**config.mk**
```make
export PLATFORM = sky130hd
export DESIGN_NAME = cen_notifier
export DESIGN_NICKNAME = d
export VERILOG_FILES = /design/src/rtl/cen_timestamp.v /design/src/rtl/cen_notifier.v
export VERILOG_INCLUDE_DIRS = /design/src /design/src/rtl
export SDC_FILE = /design/constraint.sdc
export NUM_CORES = 1
export LEC_CHECK = 0
export BUFFER_PORTS_ARGS = -buffer_cell sky130_fd_sc_hd__clkbuf_2
export CAP_MARGIN = 20
export CORE_AREA = 2 2 225 227
export DETAILED_ROUTE_END_ITERATION = 7
export DIE_AREA = 0 0 227 229
export GPL_TIMING_DRIVEN = 1
export HOLD_SLACK_MARGIN = 0.1
export PLACE_DENSITY = 0.72
export REMOVE_ABC_BUFFERS = 1
export SYNTH_ARGS = -nofsm -noshare
export SYNTH_HDL_FRONTEND = slang
export SYNTH_SLANG_ARGS = --single-unit
```
**constraint.sdc**
```tcl
create_clock -name i_clk -period 2.3 [get_ports i_clk]
set_input_delay 0.115 -clock i_clk [delete_from_list [all_inputs] [get_ports i_clk]]
set_output_delay 0.115 -clock i_clk [all_outputs]
set_load 0.01 [all_outputs]
```
**src/rtl/cen_consts.vh**
```
// Constants of the camera event notifier: event kinds, identifiers, widths and timing.
// Assumes inclusion by bare name from the design files; definitions only.
`ifndef CEN_CONSTS_VH
`define CEN_CONSTS_VH

// ==========================================================================
// Event kinds, selector encoding and reset value
`define CEN_KIND_W 3
`define CEN_KIND_ACCEPTED 3'h0
`define CEN_KIND_REJECTED 3'h1
`define CEN_KIND_WAIT 3'h2
`define CEN_KIND_UPDATE 3'h3
`define CEN_KIND_SETTLED 3'h4
`define CEN_KIND_COUNT 5
`define CEN_SELECT_RST 3'h0
`define CEN_ENABLE_RST 5'h00

// ==========================================================================
// Event identifiers (values are arbitrary, only distinct)
`define CEN_ID_W 16
`define CEN_ID_BASE 16'h9000

// ==========================================================================
// Data widths
`define CEN_TS_W 64
`define CEN_VAL_W 32

// ==========================================================================
// Timing: notification delay in microseconds, clock in MHz
`define CEN_CLK_MHZ 20
`define CEN_NOTIFY_DELAY_US 4000
`define CEN_DELAY_CYCLES (`CEN_NOTIFY_DELAY_US * `CEN_CLK_MHZ)
`define CEN_DELAY_W 24

`endif

```
**src/rtl/cen_timestamp.v**
```verilog
// Free running timestamp counter with clear and latch commands.
// Assumes commands come from logic on the same clock.
`timescale 1ns/1ns
`default_nettype none
`include "cen_consts.vh"

module cen_timestamp
(
  // Clock and reset
  input wire i_clk,
  input wire i_rst,
  // Commands
  input wire i_clear,
  input wire i_latch,
  // Values
  output reg [`CEN_TS_W-1:0] o_count_q,
  output reg [`CEN_TS_W-1:0] o_latched_q
);

  // ==========================================================================
  // Counter
  // Clear wins over counting so the count starts again from zero.
  always @(posedge i_clk)
  begin
    if (i_rst || i_clear)
      o_count_q <= {`CEN_TS_W{1'b0}};
    else
      o_count_q <= o_count_q + {{(`CEN_TS_W-1){1'b0}}, 1'b1};
  end

  // Latch copy for readback.
  always @(posedge i_clk)
  begin
    if (i_rst)
      o_latched_q <= {`CEN_TS_W{1'b0}};
    else if (i_latch)
      o_latched_q <= o_count_q;
  end

endmodule
`default_nettype wire

```
**src/rtl/cen_notifier.v**
```verilog
// Event notifier: detects trigger and auto level events, stamps them and
// sends enabled ones to the host after a fixed delay.
// Assumes all event inputs are single-cycle pulses from logic on i_clk, except
// the external trigger pin, which is asynchronous and synchronised here.
`timescale 1ns/1ns
`default_nettype none
`include "cen_consts.vh"

// Overview of operation
// - Selector picks one kind; resets to accepted.
// - Accepted trigger raises accepted-trigger event.
// - Rejected trigger raises rejected-trigger event.
// - Entering trigger wait raises wait event.
// - Auto level update raises update event.
// - Auto level convergence raises settled event.
// - Per-kind writable enable, off after reset.
// - Each kind has a distinct readable identifier.
// - Every captured event (enabled, none in flight) records the current timestamp.
// - Auto level events capture luminance, exposure, gain.
// - Notification sent about 4 ms after event.
// - Timestamp counter clearable and latchable.
// - Trigger during wait pulses exposure start one clock after the accepted-trigger event.
module cen_notifier
#(
  parameter DELAY_CYCLES = `CEN_DELAY_CYCLES
)
(
  // Clock and reset
  input wire i_clk,
  input wire i_rst,
  // Configuration access
  input wire [`CEN_KIND_W-1:0] i_event_kind_select,
  input wire i_select_write,
  input wire i_event_notify_enable,
  input wire i_enable_write,
  // Timestamp commands
  input wire i_ts_clear,
  input wire i_ts_latch,
  // Trigger sources
  input wire i_ext_trigger,
  input wire i_soft_trigger,
  input wire i_arm,
  input wire i_exposure_done,
  // Auto level control
  input wire i_auto_level_update,
  input wire i_auto_level_settled,
  input wire [`CEN_VAL_W-1:0] i_total_lum,
  input wire [`CEN_VAL_W-1:0] i_avg_lum,
  input wire [`CEN_VAL_W-1:0] i_exposure_time,
  input wire [`CEN_VAL_W-1:0] i_gain,
  // Readback
  output reg [`CEN_KIND_W-1:0] o_event_kind_select,
  output reg o_event_notify_enable,
  output reg [`CEN_ID_W-1:0] o_event_id,
  output reg [`CEN_TS_W-1:0] o_ts_latched,
  output reg o_trigger_wait,
  output reg o_exposure_start,
  // Notification to host
  output reg o_notify_valid,
  output reg [`CEN_KIND_W-1:0] o_notify_kind,
  output reg [`CEN_ID_W-1:0] o_notify_id,
  output reg [`CEN_TS_W-1:0] o_notify_ts,
  output reg [`CEN_VAL_W-1:0] o_notify_total_lum,
  output reg [`CEN_VAL_W-1:0] o_notify_avg_lum,
  output reg [`CEN_VAL_W-1:0] o_notify_exposure,
  output reg [`CEN_VAL_W-1:0] o_notify_gain
);

  localparam integer DELAY_LAST_I = DELAY_CYCLES - 1;
  localparam [`CEN_DELAY_W-1:0] DELAY_LAST = DELAY_LAST_I[`CEN_DELAY_W-1:0];
  localparam [2:0] ST_IDLE = 3'h1;
  localparam [2:0] ST_WAIT = 3'h2;
  localparam [2:0] ST_EXPOSE = 3'h4;

  reg [`CEN_KIND_W-1:0] sel_q;
  reg [`CEN_KIND_COUNT-1:0] en_q;
  reg trig_s1_q;
  reg trig_s2_q;
  reg trig_s3_q;
  reg [2:0] state_q;
  reg [2:0] state_d;
  reg [`CEN_KIND_COUNT-1:0] ev;
  reg pend_q;
  reg [`CEN_DELAY_W-1:0] dly_q;
  reg [`CEN_KIND_W-1:0] p_kind_q;
  reg [`CEN_TS_W-1:0] p_ts_q;
  reg [`CEN_VAL_W-1:0] p_tl_q;
  reg [`CEN_VAL_W-1:0] p_al_q;
  reg [`CEN_VAL_W-1:0] p_ex_q;
  reg [`CEN_VAL_W-1:0] p_gn_q;
  reg [`CEN_KIND_W-1:0] cap_kind;
  reg cap_any;
  wire [`CEN_TS_W-1:0] ts_now;
  wire [`CEN_TS_W-1:0] ts_latched;
  wire trig_edge;
  integer k;

  // ==========================================================================
  // Timestamp source
  cen_timestamp u_ts
  (
    .i_clk(i_clk),
    .i_rst(i_rst),
    .i_clear(i_ts_clear),
    .i_latch(i_ts_latch),
    .o_count_q(ts_now),
    .o_latched_q(ts_latched)
  );

  // ==========================================================================
  // Configuration
  // The enable is stored per kind; the write lands on the selected kind.
  always @(posedge i_clk)
  begin
    if (i_rst)
    begin
      sel_q <= `CEN_SELECT_RST;
      en_q <= `CEN_ENABLE_RST;
    end
    else
    begin
      if (i_select_write && i_event_kind_select < `CEN_KIND_COUNT)
        sel_q <= i_event_kind_select;
      if (i_enable_write)
        en_q[sel_q] <= i_event_notify_enable;
    end
  end

  // ==========================================================================
  // Trigger pin synchroniser; only the second and third stages are examined.
  always @(posedge i_clk)
  begin
    if (i_rst)
    begin
      trig_s1_q <= 1'b0;
      trig_s2_q <= 1'b0;
      trig_s3_q <= 1'b0;
    end
    else
    begin
      trig_s1_q <= i_ext_trigger;
      trig_s2_q <= trig_s1_q;
      trig_s3_q <= trig_s2_q;
    end
  end

  assign trig_edge = (trig_s2_q && !trig_s3_q) || i_soft_trigger;

  // ==========================================================================
  // Trigger sequencer and event detection
  // A trigger outside the wait state cannot start an exposure and is rejected.
  always @*
  begin
    state_d = state_q;
    ev = {`CEN_KIND_COUNT{1'b0}};
    case (state_q)
      ST_IDLE:
      begin
        if (trig_edge)
          ev[`CEN_KIND_REJECTED] = 1'b1;
        else if (i_arm)
        begin
          state_d = ST_WAIT;
          ev[`CEN_KIND_WAIT] = 1'b1;
        end
      end
      ST_WAIT:
      begin
        if (trig_edge)
        begin
          state_d = ST_EXPOSE;
          ev[`CEN_KIND_ACCEPTED] = 1'b1;
        end
      end
      ST_EXPOSE:
      begin
        if (trig_edge)
          ev[`CEN_KIND_REJECTED] = 1'b1;
        if (i_exposure_done)
          state_d = ST_IDLE;
      end
      default:
        state_d = ST_IDLE;
    endcase
    ev[`CEN_KIND_UPDATE] = i_auto_level_update;
    ev[`CEN_KIND_SETTLED] = i_auto_level_settled;
  end

  always @(posedge i_clk)
  begin
    if (i_rst)
      state_q <= ST_IDLE;
    else
      state_q <= state_d;
  end

  // ==========================================================================
  // Capture choice: lowest-numbered enabled event wins when several coincide.
  // Only one notification is in flight; events meanwhile are dropped, which
  // trades coverage of bursts for a bufferless design.
  always @*
  begin
    cap_any = 1'b0;
    cap_kind = {`CEN_KIND_W{1'b0}};
    for (k = `CEN_KIND_COUNT - 1; k >= 0; k = k - 1)
    begin
      if (ev[k] && en_q[k])
      begin
        cap_any = 1'b1;
        cap_kind = k[`CEN_KIND_W-1:0];
      end
    end
  end

  // ==========================================================================
  // Pending notification with its delay counter
  always @(posedge i_clk)
  begin
    if (i_rst)
    begin
      pend_q <= 1'b0;
      dly_q <= {`CEN_DELAY_W{1'b0}};
      p_kind_q <= {`CEN_KIND_W{1'b0}};
      p_ts_q <= {`CEN_TS_W{1'b0}};
      p_tl_q <= {`CEN_VAL_W{1'b0}};
      p_al_q <= {`CEN_VAL_W{1'b0}};
      p_ex_q <= {`CEN_VAL_W{1'b0}};
      p_gn_q <= {`CEN_VAL_W{1'b0}};
    end
    else if (!pend_q)
    begin
      if (cap_any)
      begin
        pend_q <= 1'b1;
        dly_q <= {`CEN_DELAY_W{1'b0}};
        p_kind_q <= cap_kind;
        p_ts_q <= ts_now;
        if (cap_kind == `CEN_KIND_UPDATE || cap_kind == `CEN_KIND_SETTLED)
        begin
          p_tl_q <= i_total_lum;
          p_al_q <= i_avg_lum;
          p_ex_q <= i_exposure_time;
          p_gn_q <= i_gain;
        end
        else
        begin
          p_tl_q <= {`CEN_VAL_W{1'b0}};
          p_al_q <= {`CEN_VAL_W{1'b0}};
          p_ex_q <= {`CEN_VAL_W{1'b0}};
          p_gn_q <= {`CEN_VAL_W{1'b0}};
        end
      end
    end
    else if (dly_q == DELAY_LAST)
      pend_q <= 1'b0;
    else
      dly_q <= dly_q + {{(`CEN_DELAY_W-1){1'b0}}, 1'b1};
  end

  // ==========================================================================
  // Registered outputs
  always @(posedge i_clk)
  begin
    if (i_rst)
    begin
      o_event_kind_select <= `CEN_SELECT_RST;
      o_event_notify_enable <= 1'b0;
      o_event_id <= `CEN_ID_BASE;
      o_ts_latched <= {`CEN_TS_W{1'b0}};
      o_trigger_wait <= 1'b0;
      o_exposure_start <= 1'b0;
      o_notify_valid <= 1'b0;
      o_notify_kind <= {`CEN_KIND_W{1'b0}};
      o_notify_id <= {`CEN_ID_W{1'b0}};
      o_notify_ts <= {`CEN_TS_W{1'b0}};
      o_notify_total_lum <= {`CEN_VAL_W{1'b0}};
      o_notify_avg_lum <= {`CEN_VAL_W{1'b0}};
      o_notify_exposure <= {`CEN_VAL_W{1'b0}};
      o_notify_gain <= {`CEN_VAL_W{1'b0}};
    end
    else
    begin
      o_event_kind_select <= sel_q;
      o_event_notify_enable <= en_q[sel_q];
      o_event_id <= `CEN_ID_BASE + {{(`CEN_ID_W-`CEN_KIND_W){1'b0}}, sel_q};
      o_ts_latched <= ts_latched;
      o_trigger_wait <= (state_q == ST_WAIT);
      o_exposure_start <= ev[`CEN_KIND_ACCEPTED];
      o_notify_valid <= pend_q && (dly_q == DELAY_LAST);
      if (pend_q && dly_q == DELAY_LAST)
      begin
        o_notify_kind <= p_kind_q;
        o_notify_id <= `CEN_ID_BASE + {{(`CEN_ID_W-`CEN_KIND_W){1'b0}}, p_kind_q};
        o_notify_ts <= p_ts_q;
        o_notify_total_lum <= p_tl_q;
        o_notify_avg_lum <= p_al_q;
        o_notify_exposure <= p_ex_q;
        o_notify_gain <= p_gn_q;
      end
    end
  end

endmodule
`default_nettype wire

```
======== Word-level counts from Yosys, hierarchy flattened ========
Index checks and enable logic that the tools add are counted.
W data, S select, Z words.
storage, ports and cells
  output and inout port bits .............. 298
  logic and storage cells ................. 103
  flip-flop bits (word level) ............. 660
operators by class
  order comparisons ....................... 3
  add/sub/neg operators ................... 4
  eq/ne operators ......................... 11
  mux-type cells .......................... 36
  reduce and logical (&&, ||, !) cells .... 18
  bitwise logic cells ..................... 1
operator list
  operator                 count
  $mux W32                 4
  $mux W24                 3
  $add A64 B1 Y64 const B  1
  $add A16 B3 Y16 const A  2
  $mux W3                  9
  $add A24 B1 Y24 const B  1
  $eq A24 B17 Y1 const B   1
  $mux W1                  16
  $ne A2 B2 Y1 const B     5
  $logic_and A1 B1 Y1      9
  $pmux W3 S3              1
  $eq A3 B2 Y1 const B     2
  $eq A3 B3 Y1 const B     2
  $bwmux W5                1
  $lt A3 B4 Y1 const B     1
  $reduce_and A2 Y1        2
  $reduce_and A4 Y1        1
  $bmux W1 S3              1
  $demux W1 S3             1
  $eq A3 B1 Y1 const B     1
  $ge A3 B1 Y1 const B     1
  $logic_or A1 B1 Y1       3
  $lt A3 B3 Y1 const B     1
  $reduce_bool A2 Y1       1
  3 further kinds          3

======== Logic depth before layout (Yosys ltp) ========
  depth in word-level cells ............... 12
  gate-level depth with buffers ........... 9
  gate-level depth less buffers ........... 6

======== Hierarchy ========
A second synthesis with hierarchy kept.
second synthesis, totals
  cells, all modules ...................... 2437
  area total of the unflattened synthesis .. 22405.2 µm²
by module, submodules not included
  module         cells each  area an instance (µm²)  times used
  cen_notifier   1874        17172.7                 1
  cen_timestamp  563         5232.5                  1

======== Least setup slack after synthesis ========
OpenSTA, ideal clock, no wires.
  path kind ............................... reg2reg
  start ................................... register dly_q[7]
  end ..................................... register dly_q[11]
  arrival time ............................ 2030 ps
  setup slack ............................. 182 ps
  setup time .............................. 88 ps
  clock period less this slack ............ 2118 ps
  buffers on the path ..................... 1
  stages on the path, launching flop included .. 7
  cell sequence ........................... dfxtp_1 or4_4 or4_1 buf_2 o21ai_4 nand2_1 a311oi_2
on the way
  cells in the longest elaborated chain, start to end .. 3
  elaborated cells on any way between the ends .. 6
RTL lines
  item                                               RTL line                                RTL
  start: declaration                                 cen_notifier.v:84                       reg [`CEN_DELAY_W-1:0] dly_q;
  start signal: assignment                           cen_notifier.v:222                      dly_q <= {`CEN_DELAY_W{1'b0}};
  start signal: assignment                           cen_notifier.v:235                      dly_q <= {`CEN_DELAY_W{1'b0}};
  start signal: assignment                           cen_notifier.v:257                      dly_q <= dly_q + {{(`CEN_DELAY_W-1){1'b0}}, 1'b1};
  $add A24 B1 Y24 or $eq A24 B17 Y1 (tied branches)  cen_notifier.v:257, cen_notifier.v:254
  $mux W24 or $ne A2 B2 Y1 (tied branches)           --
  $mux W24 or $reduce_and A2 Y1 (tied branches)      --
Several ways; a longest one is shown, not always the timed one. The select of a mux whose other input is x is not followed.
A chain may end at the register's enable or synchronous reset.

======== Worst setup path in the final report ========
  start ................................... register dly_q[10]
  end ..................................... register dly_q[11]
The elaborated chain is that of the path after synthesis.

==> results.md <==
* Cells on Worst Hold Path at 3
* Total Wirelength at 63500 um
* Initial antenna violation count at 8
* Worst-path clk slew at around 60 ps
* Leakage Power at 11.4 nW
* Yosys top cell area share at 0.571
* Number of synthesized flops with an enable pin at 0
* Synthesized area per cell at a little over 9 um2
* Router iterations before antenna repair at 5
* Startpoint types: register
* Multi-input logic area at 8690 um2
* Required time worst endpoint at 2820 ps
* # rows at 82
* Slew of the pin with the lowest slew margin at 723 ps
* Clock H-tree levels at 2
* Gate Count Post-Synth at 2403
* Starting Density at 0.444
* IR drop worst, VDD at slightly above 600 uV
* Endpoints failing hold at 0
* Total power at ~0.022 W
* Max_cap viols at 0
* Rel. slew slack at 0.518
* Synth Warn # at 0
* Status: complete, no violations
* Synth Register Bits at 629
* Global Route Usage Sum at 0.233
* Largest net degree at the start of global routing at roughly 150
* Internal power at around 0.017 W
* Flop pwr share at 0.502
* Clk pwr share at 0.461
* Sequential area share after synthesis at 0.571
* Die area at a little over 50000 um2
* Min cycle time layout at 2220 ps
* Unrepaired setup endpoints after global routing: no
* CTS tree: yes
* Crit path DAT at 2740 ps
* FF/Latch Area at 12600 um2
* Worst Skew at between 15 and 20 ps
* FMAX at ~450 MHz
* Worst reg-to-reg path cell count at 5
* Post-synth ARST share at 0
* Synthesized area at 22000 um2
* Grt total ovfl at 0
* Slew Limit Fails at 0
* HPWL Detailed at 39100 um
* 1st-iter DRT viols at roughly 1300
* Crit path max fanout at 9
* CP Class: register to register
* Commonest non-fill, non-tap cell in the layout: dfxtp_1
* Vias in the first global route at 19200
* Synth-to-layout area growth at 30.5%
* CTS Buf Count at 60
* Sw frac at 0.213
* DRC Markers at 0
* First-pass GRT wire length at 99500 um
* Die width at 227 um
* Worst-skew pair later-pin latency at 620 ps
* Number of clock sinks at 629
* Post-DRT Antenna Nets at 0
* Nets at 3088
* Endpoint class of the critical path: register
* Tcrit/Tclk final at 0.964
* Via count at about 19000
* NetSw at 0.00464 W
* Area contributors post-synth: dfxtp_1 57%, nand2_1 9.5%, a21oi_1 6.8%, a22o_1 5.1%, mux2i_1 3.2%
* Cell variety after synth at 61
* Most frequent cells in the layout: 629 x dfxtp_1, 558 x nand2_1, 415 x clkbuf_2
* Die H at 229 um
* PwrDens at 758 nW/um2
* # setup viols final at 0
* Fill cell count at approximately 4200
* Share of cells above drive strength 1 at 0.213
* WL/cell at 17.3 um
* Vias per cell at 5.27
* Io pins at around 440
* Main synth FF type: dfxtp_1
* CORE AREA at roughly 50000 um2
* Yosys top cell by area: dfxtp_1
* Placed inst area at 25000 um2
* Combinational cell fraction of total power at 0.037
* Design area at 28800 um2
* Port Buffers at 417
* Min-delay worst type: input pin to register
* Max clock buf depth at 3
* RePlAce Congestion at 0.846
* Clk root buf: clkbuf_16
==> metal layers <==
metal / vias up / track usage / wire [um]
met4: 0 / 0.102 / 2380
met3: 167 / 0.0525 / 4660
li1: 9184 / - / -
met2: 694 / 0.392 / 30200
met1: 9296 / 0.286 / 26300
met5: - / 0 / 0
==> synth_stat cells, types with 18 or more instances <==
master,number
nand4_1,35
clkbuf_1,113
nor2_1,136
buf_2,39
nand2_1,559
buf_4,32
or3_1,18
a21oi_1,299
dfxtp_1,629
o21ai_0,23
a22o_1,128
nand3_1,39
mux2i_1,71
nor2b_1,74
xor2_1,25
xnor2_1,22
nor4_1,19
==> path summary, 6_finish.rpt <==
path,startpoint,endpoint,slack (ps)
max,dly_q[10]$_SDFFE_PP0P_,dly_q[11]$_SDFFE_PP0P_,80
min,i_ext_trigger,trig_s1_q$_SDFF_PP0_,250
max reg2reg,dly_q[10]$_SDFFE_PP0P_,dly_q[11]$_SDFFE_PP0P_,80
min reg2reg,trig_s1_q$_SDFF_PP0_,trig_s2_q$_SDFF_PP0_,440
==> cell families (layout without fill, tap and decap cells) <==
family,count (synthesis),in the layout,share of synthesized area
fa+ha+maj,2,2,0.00114
compound gates,487,487,0.138
mux,71,71,0.0322
other cells,2,32,0.000341
xor+xnor,47,47,0.0187
simple gates,953,953,0.194
buf+inv,212,777,0.0438
flops,629,629,0.571
==> stage by stage <==
| stage | setup TNS (ps) | setup slack [ps] | hold WS (ps) | utilization | std cells |
|---|---|---|---|---|---|
| after floorplan | -1459310 | -5890 | 183 | - | 2227 |
| after global placement | 0 | 48.7 | 327 | 0.504 | 3394 |
| after detailed placement | -1.31 | -1.31 | 328 | 0.504 | 3394 |
| after CTS | 0 | 20.0 | 209 | 0.576 | 3655 |
| after global routing | 0 | 2.12 | 236 | 0.579 | 3670 |
| final | 0 | 83.4 | 253 | 0.579 | 3670 |
==> flip-flops by register name, indices dropped and copies added, names as in the netlist, 64 cells and up <==
name / flops
o_notify_ts: 64
o_ts_latched: 64
p_ts_q: 64
u_ts.o_count_q: 64
u_ts.o_latched_q: 64
==> critical path: stages, from the launching register on <==
cell,delay (ps)
dfxtp_1,350
or4_4,550
or4_4,600
o21ai_4,290
nand2_1,100
a311oi_2,230
==> final cells by class <==
cell class | count | area share
flip-flops and latches | 629 | 0.438
multi-input cells | 1584 | 0.302
repair buffers | 653 | 0.158
clock buffers | 89 | 0.0630
well taps | 672 | 0.0292
clock inverters | 21 | 0.00770
inverters | 14 | 0.00183
diodes | 8 | 0.000696
==> power groups by stage <==
stage / Clock (W) / Sequential (W) / Combinational, W
2_1_floorplan: 0 / 0.0112 / 0.000157
3_3_place_gp: 0 / 0.0112 / 0.000562
3_5_place_dp: 0 / 0.0112 / 0.000573
4_1_cts: 0.0102 / 0.0109 / 0.000793
5_1_grt: 0.0107 / 0.0109 / 0.000863
6_report: 0.0101 / 0.0109 / 0.000811
==> timing repair <==
action	CTS	global route
gates resized for setup	2	13
endpoints found under the hold margin	198	13
setup endpoints to repair	4	207
pin swaps	1	5
buffers inserted	0	5
hold buffers	151	1
No activity file was read; power rests on OpenSTA's default activity.
